**src/nbf_pkg.sv**
```systemverilog
package nbf_pkg;
	localparam logic [31:0] NBF_ARG_OFS = 32'h0000_0008;
	localparam logic [31:0] NBF_REQ_OFS = 32'h0000_0004;
	localparam logic [31:0] NBF_STAT_OFS = 32'h0000_000c;
	localparam logic [7:0] NBF_FIRST_KEY = 8'hb6;
	localparam logic [7:0] NBF_KEY_PROG = 8'hdb;
	localparam logic [7:0] NBF_KEY_WRITE = 8'hda;
	localparam logic [7:0] NBF_KEY_RESUME = 8'hdc;
	localparam logic [15:0] NBF_OP_WRITE = 16'h0007;
	localparam logic [15:0] NBF_OP_PROG = 16'h0008;
	localparam logic [15:0] NBF_OP_RESUME = 16'h0009;
	localparam int NBF_REQ_BIT = 31;
	localparam logic [31:0] NBF_ST_OK = 32'ha000_0000;
	localparam logic [31:0] NBF_ST_RESUME_DONE = 32'hf000_0007;
	localparam logic [31:0] NBF_ST_PENDING = 32'hf000_0008;
	localparam logic [31:0] NBF_ST_BUSY = 32'hf000_0009;
	localparam logic [31:0] NBF_ST_BAD_OP = 32'hf000_000b;
	localparam logic [31:0] NBF_ST_KEY_MISMATCH = 32'hf000_000c;
	localparam logic [31:0] NBF_ARG_RESET = 32'h0000_0000;
	localparam logic [31:0] NBF_REQ_RESET = 32'h0000_0000;
	localparam int NBF_CLK_MHZ = 100;
	localparam int NBF_PHASE_US = 20;
	localparam int NBF_PHASE_CYC = NBF_PHASE_US * NBF_CLK_MHZ;
	localparam logic [15:0] NBF_PHASE_CYC_W = 16'(NBF_PHASE_CYC);
	localparam logic [1:0] NBF_RESP_OKAY = 2'h0;
	localparam logic [1:0] NBF_RESP_SLVERR = 2'h2;
	typedef enum logic [2:0] {
		NBF_IDLE = 3'b000,
		NBF_FETCH = 3'b001,
		NBF_WAIT = 3'b010,
		NBF_DECIDE = 3'b011,
		NBF_RUN = 3'b100
	} nbf_state_t;
endpackage

```
**src/nbf_phase_timer.sv**
```systemverilog
`timescale 1ns/1ps
module nbf_phase_timer (
	input wire logic i_clk,
	input wire logic i_reset_n,
	input wire logic i_start,
	output logic o_done
);
	logic [15:0] cnt_r;
	logic [15:0] cnt_nxt;
	logic busy_r;
	logic busy_nxt;
	logic done_r;
	logic done_nxt;

	always_comb begin
		cnt_nxt = cnt_r;
		busy_nxt = busy_r;
		done_nxt = 1'b0;
		if (i_start) begin
			cnt_nxt = nbf_pkg::NBF_PHASE_CYC_W - 16'h0001;
			busy_nxt = 1'b1;
		end else if (busy_r) begin
			if (cnt_r == 16'h0000) begin
				busy_nxt = 1'b0;
				done_nxt = 1'b1;
			end else begin
				cnt_nxt = cnt_r - 16'h0001;
			end
		end
	end

	always_ff @(posedge i_clk or negedge i_reset_n) begin
		if (!i_reset_n) begin
			cnt_r <= 16'h0000;
			busy_r <= 1'b0;
			done_r <= 1'b0;
		end else begin
			cnt_r <= cnt_nxt;
			busy_r <= busy_nxt;
			done_r <= done_nxt;
		end
	end

	assign o_done = done_r;
endmodule

```
**src/nbf_syscall.sv**
```systemverilog
// The placing of the registers and the AXI4-Lite register port were decided locally.
`timescale 1ns/1ps
// Summary of operation
// - A program-row request runs as a single program phase, with no pre-program or erase phase.
// - Resume finishes remaining phases: three resumes after write row, one after program row.
// - While a phase sequence is unfinished, every call other than resume is refused.
// - The argument register holds the byte address of the parameter word; it is fetched there with the low two bits cleared.
// - Program row is opcode 0x0008 with the request bit set in the top half of the request word.
// - Resume uses the resume key in its parameter word and opcode 0x0009 with the request bit.
// - Firmware runs from SRAM during programming; the block never stalls the processor.
// - Each finished phase raises the supervisory controller interrupt pulse.
// - Every call ends by overwriting the argument register with a status word.
// - A non-resume call while an operation is pending fails with status 0xF0000008.
// - An opcode that does not match its keys fails with status 0xF000000C.
module nbf_syscall (
	input wire logic i_clk,
	input wire logic i_reset_n,
	input wire logic [31:0] s_axi_awaddr,
	input wire logic s_axi_awvalid,
	output logic s_axi_awready,
	input wire logic [31:0] s_axi_wdata,
	input wire logic [3:0] s_axi_wstrb,
	input wire logic s_axi_wvalid,
	output logic s_axi_wready,
	output logic [1:0] s_axi_bresp,
	output logic s_axi_bvalid,
	input wire logic s_axi_bready,
	input wire logic [31:0] s_axi_araddr,
	input wire logic s_axi_arvalid,
	output logic s_axi_arready,
	output logic [31:0] s_axi_rdata,
	output logic [1:0] s_axi_rresp,
	output logic s_axi_rvalid,
	input wire logic s_axi_rready,
	output logic [31:0] o_sram_addr,
	output logic o_sram_rd,
	input wire logic [31:0] i_sram_rdata,
	input wire logic i_sram_rvalid,
	output logic o_flash_start,
	output logic [15:0] o_flash_row,
	output logic o_flash_busy,
	output logic o_phase_irq
);
	nbf_pkg::nbf_state_t st_r, st_nxt;
	logic [31:0] arg_r, arg_nxt;
	logic [31:0] req_r, req_nxt;
	logic [1:0] left_r, left_nxt;
	logic [31:0] param_r, param_nxt;
	logic [31:0] sram_addr_r, sram_addr_nxt;
	logic sram_rd_r, sram_rd_nxt;
	logic fstart_r, fstart_nxt;
	logic [15:0] row_r, row_nxt;
	logic irq_r, irq_nxt;
	logic run_r, run_nxt;
	logic aw_have_r, aw_have_nxt;
	logic w_have_r, w_have_nxt;
	logic [31:0] aw_addr_r, aw_addr_nxt;
	logic [31:0] w_data_r, w_data_nxt;
	logic [3:0] w_strb_r, w_strb_nxt;
	logic bvalid_r, bvalid_nxt;
	logic [1:0] bresp_r, bresp_nxt;
	logic rvalid_r, rvalid_nxt;
	logic [31:0] rdata_r, rdata_nxt;
	logic [1:0] rresp_r, rresp_nxt;
	logic phase_done;
	logic pending;

	function automatic logic [31:0] merge(input logic [31:0] old, input logic [31:0] nw,
		input logic [3:0] be);
		logic [31:0] res;
		res = old;
		for (int i = 0; i < 4; i++) begin
			if (be[i]) begin
				res[i*8 +: 8] = nw[i*8 +: 8];
			end
		end
		return res;
	endfunction

	nbf_phase_timer u_timer (
		.i_clk(i_clk),
		.i_reset_n(i_reset_n),
		.i_start(fstart_r),
		.o_done(phase_done)
	);

	// Any unfinished phase counts as pending, even the one now running
	assign pending = (left_r != 2'd0) || run_r;

	always_comb begin
		logic do_wr;
		logic [31:0] wv;
		do_wr = 1'b0;
		wv = 32'h0000_0000;
		st_nxt = st_r;
		arg_nxt = arg_r;
		req_nxt = req_r;
		left_nxt = left_r;
		param_nxt = param_r;
		sram_addr_nxt = sram_addr_r;
		sram_rd_nxt = 1'b0;
		fstart_nxt = 1'b0;
		row_nxt = row_r;
		irq_nxt = 1'b0;
		run_nxt = run_r;
		// Phase end seen in any state, so calls are serviced meanwhile
		if (phase_done) begin
			run_nxt = 1'b0;
			irq_nxt = 1'b1;
		end
		aw_have_nxt = aw_have_r;
		w_have_nxt = w_have_r;
		aw_addr_nxt = aw_addr_r;
		w_data_nxt = w_data_r;
		w_strb_nxt = w_strb_r;
		bvalid_nxt = bvalid_r;
		bresp_nxt = bresp_r;
		rvalid_nxt = rvalid_r;
		rdata_nxt = rdata_r;
		rresp_nxt = rresp_r;
		if (s_axi_awvalid && !aw_have_r) begin
			aw_have_nxt = 1'b1;
			aw_addr_nxt = s_axi_awaddr;
		end
		if (s_axi_wvalid && !w_have_r) begin
			w_have_nxt = 1'b1;
			w_data_nxt = s_axi_wdata;
			w_strb_nxt = s_axi_wstrb;
		end
		if (bvalid_r && s_axi_bready) begin
			bvalid_nxt = 1'b0;
		end
		if (aw_have_r && w_have_r && !bvalid_r) begin
			aw_have_nxt = 1'b0;
			w_have_nxt = 1'b0;
			bvalid_nxt = 1'b1;
			bresp_nxt = nbf_pkg::NBF_RESP_OKAY;
			wv = merge(32'h0000_0000, w_data_r, w_strb_r);
			if (aw_addr_r[11:2] == nbf_pkg::NBF_ARG_OFS[11:2]) begin
				// Argument is locked while a call is being serviced
				if (!req_r[nbf_pkg::NBF_REQ_BIT]) begin
					arg_nxt = merge(arg_r, w_data_r, w_strb_r);
				end
			end else if (aw_addr_r[11:2] == nbf_pkg::NBF_REQ_OFS[11:2]) begin
				if (!req_r[nbf_pkg::NBF_REQ_BIT]) begin
					req_nxt = merge(req_r, w_data_r, w_strb_r);
					do_wr = wv[nbf_pkg::NBF_REQ_BIT];
				end
			end else if (aw_addr_r[11:2] != nbf_pkg::NBF_STAT_OFS[11:2]) begin
				bresp_nxt = nbf_pkg::NBF_RESP_SLVERR;
			end
		end
		if (s_axi_arvalid && !rvalid_r) begin
			rvalid_nxt = 1'b1;
			rresp_nxt = nbf_pkg::NBF_RESP_OKAY;
			if (s_axi_araddr[11:2] == nbf_pkg::NBF_ARG_OFS[11:2]) begin
				rdata_nxt = arg_r;
			end else if (s_axi_araddr[11:2] == nbf_pkg::NBF_REQ_OFS[11:2]) begin
				rdata_nxt = req_r;
			end else if (s_axi_araddr[11:2] == nbf_pkg::NBF_STAT_OFS[11:2]) begin
				rdata_nxt = {28'h0, left_r, pending, (st_r != nbf_pkg::NBF_IDLE)};
			end else begin
				rdata_nxt = 32'h0000_0000;
				rresp_nxt = nbf_pkg::NBF_RESP_SLVERR;
			end
		end else if (rvalid_r && s_axi_rready) begin
			rvalid_nxt = 1'b0;
		end
		case (st_r)
			nbf_pkg::NBF_IDLE: begin
				if (do_wr || req_r[nbf_pkg::NBF_REQ_BIT]) begin
					st_nxt = nbf_pkg::NBF_FETCH;
				end
			end
			nbf_pkg::NBF_FETCH: begin
				sram_addr_nxt = {arg_r[31:2], 2'b00};
				sram_rd_nxt = 1'b1;
				st_nxt = nbf_pkg::NBF_WAIT;
			end
			nbf_pkg::NBF_WAIT: begin
				if (i_sram_rvalid) begin
					param_nxt = i_sram_rdata;
					st_nxt = nbf_pkg::NBF_DECIDE;
				end
			end
			nbf_pkg::NBF_DECIDE: begin
				st_nxt = run_nxt ? nbf_pkg::NBF_RUN : nbf_pkg::NBF_IDLE;
				req_nxt[nbf_pkg::NBF_REQ_BIT] = 1'b0;
				if (req_r[15:0] != nbf_pkg::NBF_OP_RESUME && pending) begin
					arg_nxt = nbf_pkg::NBF_ST_PENDING;
				end else if (req_r[15:0] != nbf_pkg::NBF_OP_PROG
					&& req_r[15:0] != nbf_pkg::NBF_OP_WRITE
					&& req_r[15:0] != nbf_pkg::NBF_OP_RESUME) begin
					arg_nxt = nbf_pkg::NBF_ST_BAD_OP;
				end else if (param_r[7:0] != nbf_pkg::NBF_FIRST_KEY
					|| (req_r[15:0] == nbf_pkg::NBF_OP_PROG
					&& param_r[15:8] != nbf_pkg::NBF_KEY_PROG)
					|| (req_r[15:0] == nbf_pkg::NBF_OP_WRITE
					&& param_r[15:8] != nbf_pkg::NBF_KEY_WRITE)
					|| (req_r[15:0] == nbf_pkg::NBF_OP_RESUME
					&& param_r[15:8] != nbf_pkg::NBF_KEY_RESUME)) begin
					arg_nxt = nbf_pkg::NBF_ST_KEY_MISMATCH;
				end else if (req_r[15:0] == nbf_pkg::NBF_OP_RESUME) begin
					if (left_r == 2'd0) begin
						arg_nxt = nbf_pkg::NBF_ST_RESUME_DONE;
					end else begin
						// Success is written when the resume call is accepted
						left_nxt = left_r - 2'd1;
						arg_nxt = nbf_pkg::NBF_ST_OK;
						if (left_r != 2'd1) begin
							fstart_nxt = 1'b1;
							run_nxt = 1'b1;
							st_nxt = nbf_pkg::NBF_RUN;
						end
					end
				end else begin
					row_nxt = param_r[31:16];
					fstart_nxt = 1'b1;
					run_nxt = 1'b1;
					st_nxt = nbf_pkg::NBF_RUN;
					arg_nxt = nbf_pkg::NBF_ST_OK;
					// Program row is one phase, write row three
					if (req_r[15:0] == nbf_pkg::NBF_OP_PROG) begin
						left_nxt = 2'd1;
					end else begin
						left_nxt = 2'd3;
					end
				end
			end
			nbf_pkg::NBF_RUN: begin
				// Processor keeps running from SRAM; no stall path
				if (req_r[nbf_pkg::NBF_REQ_BIT]) begin
					st_nxt = nbf_pkg::NBF_FETCH;
				end else if (!run_r) begin
					st_nxt = nbf_pkg::NBF_IDLE;
				end
			end
			default: begin
				st_nxt = nbf_pkg::NBF_IDLE;
			end
		endcase
	end

	always_ff @(posedge i_clk or negedge i_reset_n) begin
		if (!i_reset_n) begin
			st_r <= nbf_pkg::NBF_IDLE;
			arg_r <= nbf_pkg::NBF_ARG_RESET;
			req_r <= nbf_pkg::NBF_REQ_RESET;
			left_r <= 2'd0;
			param_r <= 32'h0000_0000;
			sram_addr_r <= 32'h0000_0000;
			sram_rd_r <= 1'b0;
			fstart_r <= 1'b0;
			row_r <= 16'h0000;
			irq_r <= 1'b0;
			run_r <= 1'b0;
			aw_have_r <= 1'b0;
			w_have_r <= 1'b0;
			aw_addr_r <= 32'h0000_0000;
			w_data_r <= 32'h0000_0000;
			w_strb_r <= 4'h0;
			bvalid_r <= 1'b0;
			bresp_r <= 2'h0;
			rvalid_r <= 1'b0;
			rdata_r <= 32'h0000_0000;
			rresp_r <= 2'h0;
		end else begin
			st_r <= st_nxt;
			arg_r <= arg_nxt;
			req_r <= req_nxt;
			left_r <= left_nxt;
			param_r <= param_nxt;
			sram_addr_r <= sram_addr_nxt;
			sram_rd_r <= sram_rd_nxt;
			fstart_r <= fstart_nxt;
			row_r <= row_nxt;
			irq_r <= irq_nxt;
			run_r <= run_nxt;
			aw_have_r <= aw_have_nxt;
			w_have_r <= w_have_nxt;
			aw_addr_r <= aw_addr_nxt;
			w_data_r <= w_data_nxt;
			w_strb_r <= w_strb_nxt;
			bvalid_r <= bvalid_nxt;
			bresp_r <= bresp_nxt;
			rvalid_r <= rvalid_nxt;
			rdata_r <= rdata_nxt;
			rresp_r <= rresp_nxt;
		end
	end

	logic busy_out_r;
	logic awready_r;
	logic wready_r;
	logic arready_r;
	// Readies taken from next holding state so every output leaves a flop
	always_ff @(posedge i_clk or negedge i_reset_n) begin
		if (!i_reset_n) begin
			busy_out_r <= 1'b0;
			awready_r <= 1'b1;
			wready_r <= 1'b1;
			arready_r <= 1'b1;
		end else begin
			busy_out_r <= run_nxt;
			awready_r <= !aw_have_nxt;
			wready_r <= !w_have_nxt;
			arready_r <= !rvalid_nxt;
		end
	end

	assign s_axi_awready = awready_r;
	assign s_axi_wready = wready_r;
	assign s_axi_bvalid = bvalid_r;
	assign s_axi_bresp = bresp_r;
	assign s_axi_arready = arready_r;
	assign s_axi_rvalid = rvalid_r;
	assign s_axi_rdata = rdata_r;
	assign s_axi_rresp = rresp_r;
	assign o_sram_addr = sram_addr_r;
	assign o_sram_rd = sram_rd_r;
	assign o_flash_start = fstart_r;
	assign o_flash_row = row_r;
	assign o_flash_busy = busy_out_r;
	assign o_phase_irq = irq_r;
endmodule

```
**config.mk**
```make
export PLATFORM = sky130hd
export DESIGN_NAME = nbf_syscall
export DESIGN_NICKNAME = d
export VERILOG_FILES = /design/src/nbf_pkg.sv /design/src/nbf_phase_timer.sv /design/src/nbf_syscall.sv
export SDC_FILE = /design/constraint.sdc
export NUM_CORES = 1
export LEC_CHECK = 0
export ABC_CLOCK_PERIOD_IN_PS = 2600
export BUFFER_PORTS_ARGS = -buffer_cell sky130_fd_sc_hd__clkbuf_2
export CAP_MARGIN = 25
export CORE_ASPECT_RATIO = 1.75
export CORE_UTILIZATION = 49
export CTS_CLUSTER_SIZE = 30
export DETAILED_ROUTE_END_ITERATION = 6
export GPL_TIMING_DRIVEN = 0
export PLACE_DENSITY = 0.76
export SYNTH_ARGS = -nofsm -noshare
export SYNTH_HDL_FRONTEND = slang
export SYNTH_HIERARCHICAL = 1
export SYNTH_SLANG_ARGS = --single-unit
```
**constraint.sdc**
```tcl
create_clock -name i_clk -period 2.6 [get_ports i_clk]
set_input_delay 0.65 -clock i_clk [delete_from_list [all_inputs] [get_ports i_clk]]
set_output_delay 0.65 -clock i_clk [all_outputs]
set_load 0.02 [all_outputs]
```
# == Yosys cells after proc, flatten, opt, wreduce, memory -nomap -nowiden ==
# Cells that the tools add are included.
# Widths: inputs -> output; s select.
# totals
latch_bits,0
register_bits,260
ramBits,0
n_memories,0
romBits,0
# classes
n_addsub,2
bitwise,6
shifts,0
n_reduce_logical,53
magnitude_cmp,0
mux,85
n_div,0
eq_ne,28
multipliers,0
# ops
op,n
$mux 32,14
$mux 8,9
$mux 16,3
$mux 1,36
$mux 3,11
$eq 16x4->1 const B,2
$ne 16x4->1 const B,2
$ne 8x8->1 const B,4
$mux 31,1
$eq 10x2->1 const B,3
$reduce_and 5->1,6
$eq 10x1->1 const B,2
$reduce_bool 2->1,10
$mux 2,9
$eq 16x3->1 const B,1
$logic_not 16->1,1
$ne 16x3->1 const B,1
$reduce_and 4->1,4
$sub 16x1->16 const B,1
$pmux 3 s5,1
$logic_and 1x1->1,13
$ne 10x2->1 const B,1
$ne 2x2->1 const B,4
$logic_not 1->1,7
other kinds (14),28

# == Logic depth before layout (Yosys ltp) ==
# Gate-level depths: netlist (run 1).
# depth
word_depth,9
depth_mapped,9
depth_no_buf,7

# == Modules after synthesis ==
# Netlist (run 1), hierarchy kept.
# by_module_without_submodules
mod,cells_per_inst,instances,area_each_um2
nbf_syscall,756,1,9690.5
nbf_phase_timer,112,1,1048.5

# == Least setup slack after synthesis (run 1) ==
# OpenSTA, ideal clock, no wires.
# synth_path
kind,register to register
startpoint,register req_r[11]
endpoint,"register row_r[10], in the netlist o_flash_row[10]"
t_arrival_ns,2.563
path_stages_with_launch,9
n_path_buf,3
t_required_ns,2.475
period_less_slack_ns,2.688
slack_ns,-0.088
cell_sequence,dfrtp_1 > or4_4 > or3_1 > buf_2 > a311o_4 > and4_1 > buf_6 > buf_12 > mux2_4
# synth_via
elab_chain_len,7
word_cells_on_any_way,20
# synth_rtl
element,line,text
"start, declared",nbf_syscall.sv:46,"logic [31:0] req_r, req_nxt;"
"start signal, assigned",nbf_syscall.sv:248,req_r <= nbf_pkg::NBF_REQ_RESET;
"start signal, assigned",nbf_syscall.sv:270,req_r <= req_nxt;
$eq 16x4->1,nbf_syscall.sv:196,|| (req_r[15:0] == nbf_pkg::NBF_OP_PROG
$logic_and 1x1->1,nbf_syscall.sv:197,&& param_r[15:8] != nbf_pkg::NBF_KEY_PROG)
$logic_or 1x1->1,nbf_syscall.sv:196,
$logic_or 1x1->1,nbf_syscall.sv:198,|| (req_r[15:0] == nbf_pkg::NBF_OP_WRITE
$logic_or 1x1->1,nbf_syscall.sv:200,|| (req_r[15:0] == nbf_pkg::NBF_OP_RESUME
$not 1->1 (no source line),--,
$reduce_and 5->1 (no source line) *,--,
"end signal, assigned",nbf_syscall.sv:276,row_r <= row_nxt;
"end, declared",nbf_syscall.sv:52,"logic [15:0] row_r, row_nxt;"
# Every way passes the cells marked *; elsewhere a longest branch is shown, timed or not.
# A chain may end at the register's enable or synchronous reset.

# == Worst setup path in the final report (run 1) ==
# layout_path
startpoint,register req_r[9]
endpoint,"register row_r[9], in the netlist o_flash_row[9]"
# Same word-level chain as after synthesis.

==> results of run 1 <==
-- what timing repair did --
item | 4_1_cts | 5_1_grt
resized for setup | 7 | 8
pin swaps | 6 | 5
endpoints found under the setup margin | 47 | 39
setup buffers | 8 | 2
cloned | 1 | 0
-- power breakdown --
part / switching, mW / internal [mW] / leakage (nW)
sequential: 0.805 / 5.19 / 3.22
combinational: 1.75 / 1.51 / 2.60
clock: 1.46 / 1.98 / 0.377
total: 4.02 / 8.68 / 6.21
-- stage by stage --
stage	cells	hold WS [ns]	TNS [ns]
finish	1398	0.2151	-0.6216
global route	1398	0.2910	-1.203
CTS	1398	0.2693	-2.936
detailed placement	1349	0.4106	-6.879
global placement	1347	0.4026	-1090.42
floorplan	871	0.3544	0
-- synth_stat cells, types with 3 or more instances --
cell      count
dfrtp_1     253
mux2_4       10
a211oi_1      3
inv_1        18
buf_4         4
nor4b_1       3
or4_4         3
nand3_1      18
ha_1          3
buf_1         4
nand4b_1      3
mux2_2      145
clkbuf_1     37
a22oi_1       3
nor3b_1       3
nand2b_1      3
a221oi_1     29
nand2_1      62
or3_1         4
dfstp_2       3
nor3_1       13
a21oi_1      25
nand3b_1      4
nor2b_1       8
and2_1        3
nor4_1       11
or4_1         9
nor2_1       90
mux2i_1       6
o21ai_0      34
or3b_2        3
-- layer usage --
metal | GRT usage (%) | vias up
met3 | 3.153 | 53
met2 | 43.59 | 235
li1 | - | 3559
met1 | 26.59 | 3877
met5 | 0 | -
met4 | 9.380 | 0
-- placed cells by master (no fill, tap or decap), drive strengths merged, types with 4 or more instances in the layout --
cell type	instances
or3	5
inv	19
nor2b	8
mux2i	6
dfrtp	253
nand3b	4
nand3	18
o21ai	34
or4	12
mux2	156
nor4	11
nand2	62
nor4b	4
buf	23
a21oi	25
nor3	13
a221oi	29
clkbuf	255
conb	4
nor2	90
-- cell families after synthesis --
kind of cell / synth area share, %
compound gates: 8.005
xor+xnor: 0.08157
fa+ha+maj: 0.3496
buf+inv: 2.726
flops: 59.69
mux: 17.27
other cells: 0.03492
simple gates: 11.85
-- flip-flops by register name, summed over array words and instances, names as in the netlist, 2 cells and up --
name	flops
o_sram_addr	30
param_r	32
w_data_r	32
arg_r	32
req_r	32
st_r	3
aw_addr_r	10
s_axi_rdata	32
u_timer/cnt_r	16
o_flash_row	16
left_r	2
w_strb_r	4
-- worst max-delay path, stage by stage (launching register included) --
cell and delay [ns]:
dfrtp_1 0.41, or4_4 0.56, or3_4 0.47, a311o_4 0.33
and4_1 0.19, buf_6 0.14, buf_12 0.13, mux2_4 0.29
-- worst min path at each step --
stage,depth (start not counted),slack [ns],end,from
final,1,0.22,aw_addr_r[6],i_reset_n
after global routing,1,0.29,aw_addr_r[6],i_reset_n
after CTS,1,0.27,aw_addr_r[6],i_reset_n
after detailed placement,0,0.41,o_phase_irq,u_timer/o_done
after global placement,0,0.40,o_phase_irq,u_timer/o_done
after floorplan,0,0.35,arg_r[0],i_reset_n
-- layout make-up --
type	count	area (um2)	area share (%)
plain buffers	45	209.0	1.604
clock buffers	37	710.7	5.456
clock inverters	6	61.31	0.4707
inverters	18	67.56	0.5187
multi-input cells	548	4119	31.62
flip-flops and latches	256	6410	49.21
well taps	292	365.4	2.805
repair buffers	196	1084	8.318
==> qor.csv, run 1 <==
stage;metric;value;unit
critical_path;cp-end-kind;register;
critical_path;critPathMaxFanout;6;
placed_design;place_congestion;0.9091;
timing;finalMaxSlewViolations;0;
synthesis;yosys.area.top_type;dfrtp_1;
critical_path;rrSetupSlack;-0.05;ns
layout;utilization;60.59;%
floorplan;chipHeight;197.8;um
floorplan;initial_core_util;49.95;%
placed_design;dp.final_hpwl;18.52;mm
timing;worst_pin_slew;0.8712;ns
cts;hold_buffers;0;
critical_path;cp-startpoint;req_r[9];
global_routing;grt_max_degree;111;
cts;clock_latency;0.53;ns
routing;vias;7724;
pwr;p_leak;6.205;nW
status;status;finished with violations;
timing;period_share;102.0;%
critical_path;r2r_cells;7;
synthesis;ys_async_sr_fraction;100.0;%
cts;root_buffer;clkbuf_16;
layout;syn2layout_area_growth;21.30;%
routing;drc;0;
global_routing;overflow;0;
global_routing;grt_pass1_wl;40.93;mm
routing;met1_length;9.375;mm
placed_design;place_ws;-0.2626;ns
timing;grt_setup_unrepaired;yes;
synthesis;ys_seq_area_share;59.69;%
pwr;irDropWorstVdd;620.1;uV
critical_path;cp.arrival;3.05;ns
routing;post_drt_wl_per_cell;18.21;um
synthesis;synth-seq-cells;256;
synthesis;ys_types;72;
timing;finalSetupViolations;16;
floorplan;rows;71;
layout;insertedDiodeCount;0;
critical_path;reg2reg_from;req_r[9];
critical_path;worstSetupEndpoint;o_flash_row[9];
timing;max_freq;377.2;MHz
critical_path;worstPathRequired;3.00;ns
synthesis;synth_top_area_share;58.95;%
floorplan;ioPinCount;233;
timing;fin_ws;-0.05079;ns
pwr;p_per_area;975.4;nW/um2
routing;vias_per_cell;5.525;
cts;cts_tree;built;
synthesis;synthesis.area;10740;um2
routing;wl;25.46;mm
timing;finalCriticalPeriod;2.651;ns
floorplan;dieArea;22540;um2
cts;path_clk_slew;0.06;ns
cts;cts_made_buffers;24;
routing;first_pass_iters;5;
global_routing;antenna_found_initial;0;
routing;drt_iter0_drc;409;
routing;top_layer;met4;
layout;nets;1232;
synthesis;synth-main-ff-cell;dfrtp_1;
placed_design;dpl_cell_area;12120;um2
synthesis;ys_top_cells_by_area;dfrtp_1, mux2_2, nor2_1, a221oi_1, nand2_1;
cts;clockBufferDepth;3;
cts;clock_sinks;256;
pwr;total_power;12.71;mW
global_routing;grt_pass1_vias;8024;
floorplan;die_w;113.9;um
layout;nFillCells;1813;
critical_path;critical_path.startpoint_type;register;
layout;drive_gt1_share;38.07;%
synthesis;synth-edff-count;0;
synthesis;syn_area_per_cell;12.37;um2
timing;slew_headroom;41.92;%
worst_hold_path;hold_path.class;in2async;
routing;ant_nets;0;
timing;final.setup_skew;0.01727;ns
routing;met2_length;14.03;mm
floorplan;coreArea;21500;um2
synthesis;syn_inst;868;
global_routing;grt_util_all_layers;23.36;%
layout;stdcell_area;13030;um2
placed_design;io_buffers;184;
job;max_cap_viol_count;0;
status;violations;negative setup slack;
routing;wl_met3;1.208;mm
synthesis;synth-warning-count;6;
timing;hold_violations;0;
critical_path;worstSetupPathType;reg2reg;
cts;cts_htree_levels;1;
critical_path;r2r-end;o_flash_row[9];
Note: power is estimated with default switching activity, not from simulation.
==> run 2, diff against run 1 <==
--- a/config.mk
+++ b/config.mk
@@ -6,14 +6,14 @@
 export NUM_CORES = 1
 export LEC_CHECK = 0
 export ABC_CLOCK_PERIOD_IN_PS = 2600
-export BUFFER_PORTS_ARGS = -buffer_cell sky130_fd_sc_hd__clkbuf_2
 export CAP_MARGIN = 25
 export CORE_ASPECT_RATIO = 1.75
-export CORE_UTILIZATION = 49
+export CORE_UTILIZATION = 57
 export CTS_CLUSTER_SIZE = 30
 export DETAILED_ROUTE_END_ITERATION = 6
+export DONT_BUFFER_PORTS = 1
 export GPL_TIMING_DRIVEN = 0
-export PLACE_DENSITY = 0.76
+export PLACE_DENSITY = 0.75
 export SYNTH_ARGS = -nofsm -noshare
 export SYNTH_HDL_FRONTEND = slang
 export SYNTH_HIERARCHICAL = 1
==> qor.csv, run 2 (same netlist as run 1, synthesis figures left out) <==
stage;metric;value;unit;change
routing;met2_length;13.81;mm;was 14.03 mm
routing;vias;7019;;was 7724
routing;top_layer;met4;;unchanged
timing;max_freq;380.1;MHz;was 377.2 MHz
timing;finalMaxSlewViolations;0;;unchanged
timing;hold_ws;-0.1672;ns;was 0.2151 ns
critical_path;critical_path.startpoint_type;register;;unchanged
layout;nFillCells;1437;;was 1813
floorplan;coreArea;18500;um2;was 21500 um2
routing;wl_met3;1.593;mm;was 1.208 mm
critical_path;cp.arrival;3.03;ns;was 3.05 ns
timing;finalSetupViolations;10;;was 16
cts;clock_sinks;256;;unchanged
global_routing;grt_pass1_vias;7195;;was 8024
global_routing;grt_pass1_wl;38.92;mm;was 40.93 mm
layout;drive_gt1_share;26.41;%;was 38.07%
layout;syn2layout_area_growth;12.18;%;was 21.30%
floorplan;ioPinCount;233;;unchanged
critical_path;cp_slowest_cell;nor4bb_1;;was or4_4
worst_hold_path;hold_path.class;in2async;;unchanged
cts;cts_made_buffers;23;;was 24
critical_path;r2r-end;o_flash_row[12];;was o_flash_row[9]
critical_path;rrSetupSlack;-0.03;ns;was -0.05 ns
routing;vias_per_cell;6.056;;was 5.525
pwr;p_per_area;1034;nW/um2;was 975.4 nW/um2
global_routing;antenna_found_initial;3;;was 0
critical_path;worstPathRequired;3.00;ns;about the same
layout;nets;1046;;was 1232
status;status;finished with violations;;unchanged
layout;final_cell_mix;dfrtp_1, mux2_2, nor2_1;;was dfrtp_1, clkbuf_2, mux2_2
critical_path;cp-end-kind;register;;unchanged
timing;finalCriticalPeriod;2.631;ns;was 2.651 ns
floorplan;rows;66;;was 71
placed_design;place_congestion;0.8548;;was 0.9091
layout;layout_commonest_cell;dfrtp_1;;unchanged
timing;grt_setup_unrepaired;yes;;unchanged
timing;finalSetupTns;-0.1667;ns;was -0.6216 ns
critical_path;max_stage_delay;0.64;ns;was 0.56 ns
global_routing;grt_util_all_layers;25.90;%;was 23.36%
critical_path;critPathMaxFanout;5;;was 6
status;violations;negative hold slack, negative setup slack;;was negative setup slack
layout;finalNonFillerCells;1159;;was 1398
timing;period_share;101.2;%;was 102.0%
critical_path;path_buf_inv;1;;was 2
critical_path;worstSetupPathType;reg2reg;;unchanged
routing;wl;25.24;mm;was 25.46 mm
routing;drc;0;;unchanged
placed_design;dp.final_hpwl;17.33;mm;was 18.52 mm
timing;hold_violations;253;;was 0
floorplan;die_w;105.8;um;was 113.9 um
cts;cts_htree_levels;1;;unchanged
critical_path;r2r_cells;6;;was 7
cts;root_buffer;clkbuf_16;;unchanged
global_routing;overflow;0;;unchanged
pwr;p_leak;5.433;nW;was 6.205 nW
cts;cts_tree;built;;unchanged
floorplan;chipHeight;183.6;um;was 197.8 um
routing;drt_iter0_drc;337;;was 409
pwr;total_power;12.45;mW;was 12.71 mW
layout;utilization;65.12;%;was 60.59%
placed_design;dp_cells;1109;;was 1349
global_routing;grt_max_degree;257;;was 111
floorplan;initial_core_util;58.06;%;was 49.95%
cts;clockBufferDepth;3;;unchanged
job;max_cap_viol_count;0;;unchanged
routing;first_pass_iters;7;;was 5
timing;fin_ws;-0.03097;ns;was -0.05079 ns
cts;path_clk_slew;0.07;ns;was 0.06 ns
routing;met1_length;8.938;mm;was 9.375 mm
placed_design;io_buffers;0;;was 184
critical_path;crit_chain;nor4bb_1 > nor2_1 > nor4_4 > and4_4 > clkbuf_16 > mux2_4;;was or4_4 > or3_4 > a311o_4 > and4_1 > buf_6 > buf_12 > mux2_4
timing;final.setup_skew;0.009013;ns;was 0.01727 ns
timing;worst_pin_slew;0.7884;ns;was 0.8712 ns
floorplan;dieArea;19420;um2;was 22540 um2
critical_path;cp_top_family;simple AND/OR/NAND/NOR gates;;unchanged
cts;clock_latency;0.51;ns;was 0.53 ns
critical_path;reg2reg_from;req_r[1];;was req_r[9]
timing;slew_headroom;46.96;%;was 41.92%
routing;post_drt_wl_per_cell;21.78;um;was 18.21 um
routing;ant_nets;0;;unchanged
pwr;irDropWorstVdd;635.7;uV;was 620.1 uV
## run 2: cell count changes in the layout (fill, tap and decap cells not counted), sizes merged
cell,previous run,this run
inv,19,20
clkinvlp,1,0
buf,23,19
diode,0,1
bufinv,1,4
clkbuf,255,67
clkinv,3,6
## run 2: cell type report
class	count	area [um2]	area share (%)
flip-flops and latches	256	6410	53.21
multi-input cells	548	4141	34.38
clock buffers	30	631.9	5.245
well taps	238	297.8	2.472
plain buffers	44	200.2	1.662
clock inverters	12	175.2	1.454
repair buffers	12	120.1	0.9971
inverters	18	67.56	0.5609
diodes	1	2.502	0.02077
## run 2: stage by stage
step	cell area, um2	setup slack (ns)	hold slack [ns]
6_report	12050	-0.03097	-0.1672
5_1_grt	12050	-0.04335	-0.1875
4_1_cts	11950	-0.1706	-0.1796
3_5_place_dp	11070	-0.2987	0.3612
3_3_place_gp	11060	-0.5410	0.3604
2_1_floorplan	10760	0.0002416	0.3544
## run 2: worst max-delay path by stage
stage                                 end  depth (start not counted)     startpoint
after floorplan           o_flash_row[10]                          8       req_r[8]
final                     o_flash_row[12]                          6       req_r[1]
after global placement        param_r[31]                          4  i_sram_rvalid
after global routing       o_flash_row[6]                          6       req_r[1]
after detailed placement   o_flash_row[8]                          8      req_r[11]
after CTS                  o_flash_row[9]                          8      req_r[14]
## run 2: timing repair
action | CTS | global route
endpoints found under the hold margin | 255 | 255
endpoints found under the setup margin | 51 | 57
buffers inserted | 6 | 5
gates resized for setup | 5 | 17
pin swaps | 5 | 5
gates cloned | 0 | 1
## run 2: worst reg2reg max path, stage by stage, from the launching register on
cell and delay (ns):
dfrtp_1 0.45, nor4bb_1 0.64, nor2_1 0.24, nor4_4 0.34, and4_4 0.37, clkbuf_16 0.18
mux2_4 0.29
## run 2: routing by layer
| metal | GRT usage [%] | vias up |
|---|---|---|
| li1 | - | 3173 |
| met1 | 28.41 | 3521 |
| met2 | 48.42 | 259 |
| met3 | 5.353 | 66 |
| met4 | 9.944 | 0 |
| met5 | 0 | - |
## run 2: power by group
part           internal (mW)  total [mW]  switching [mW]
combinational           1.26        2.39            1.13
clock                   2.13        3.61            1.48
sequential              5.19        6.45            1.27
total                   8.58        12.5            3.87
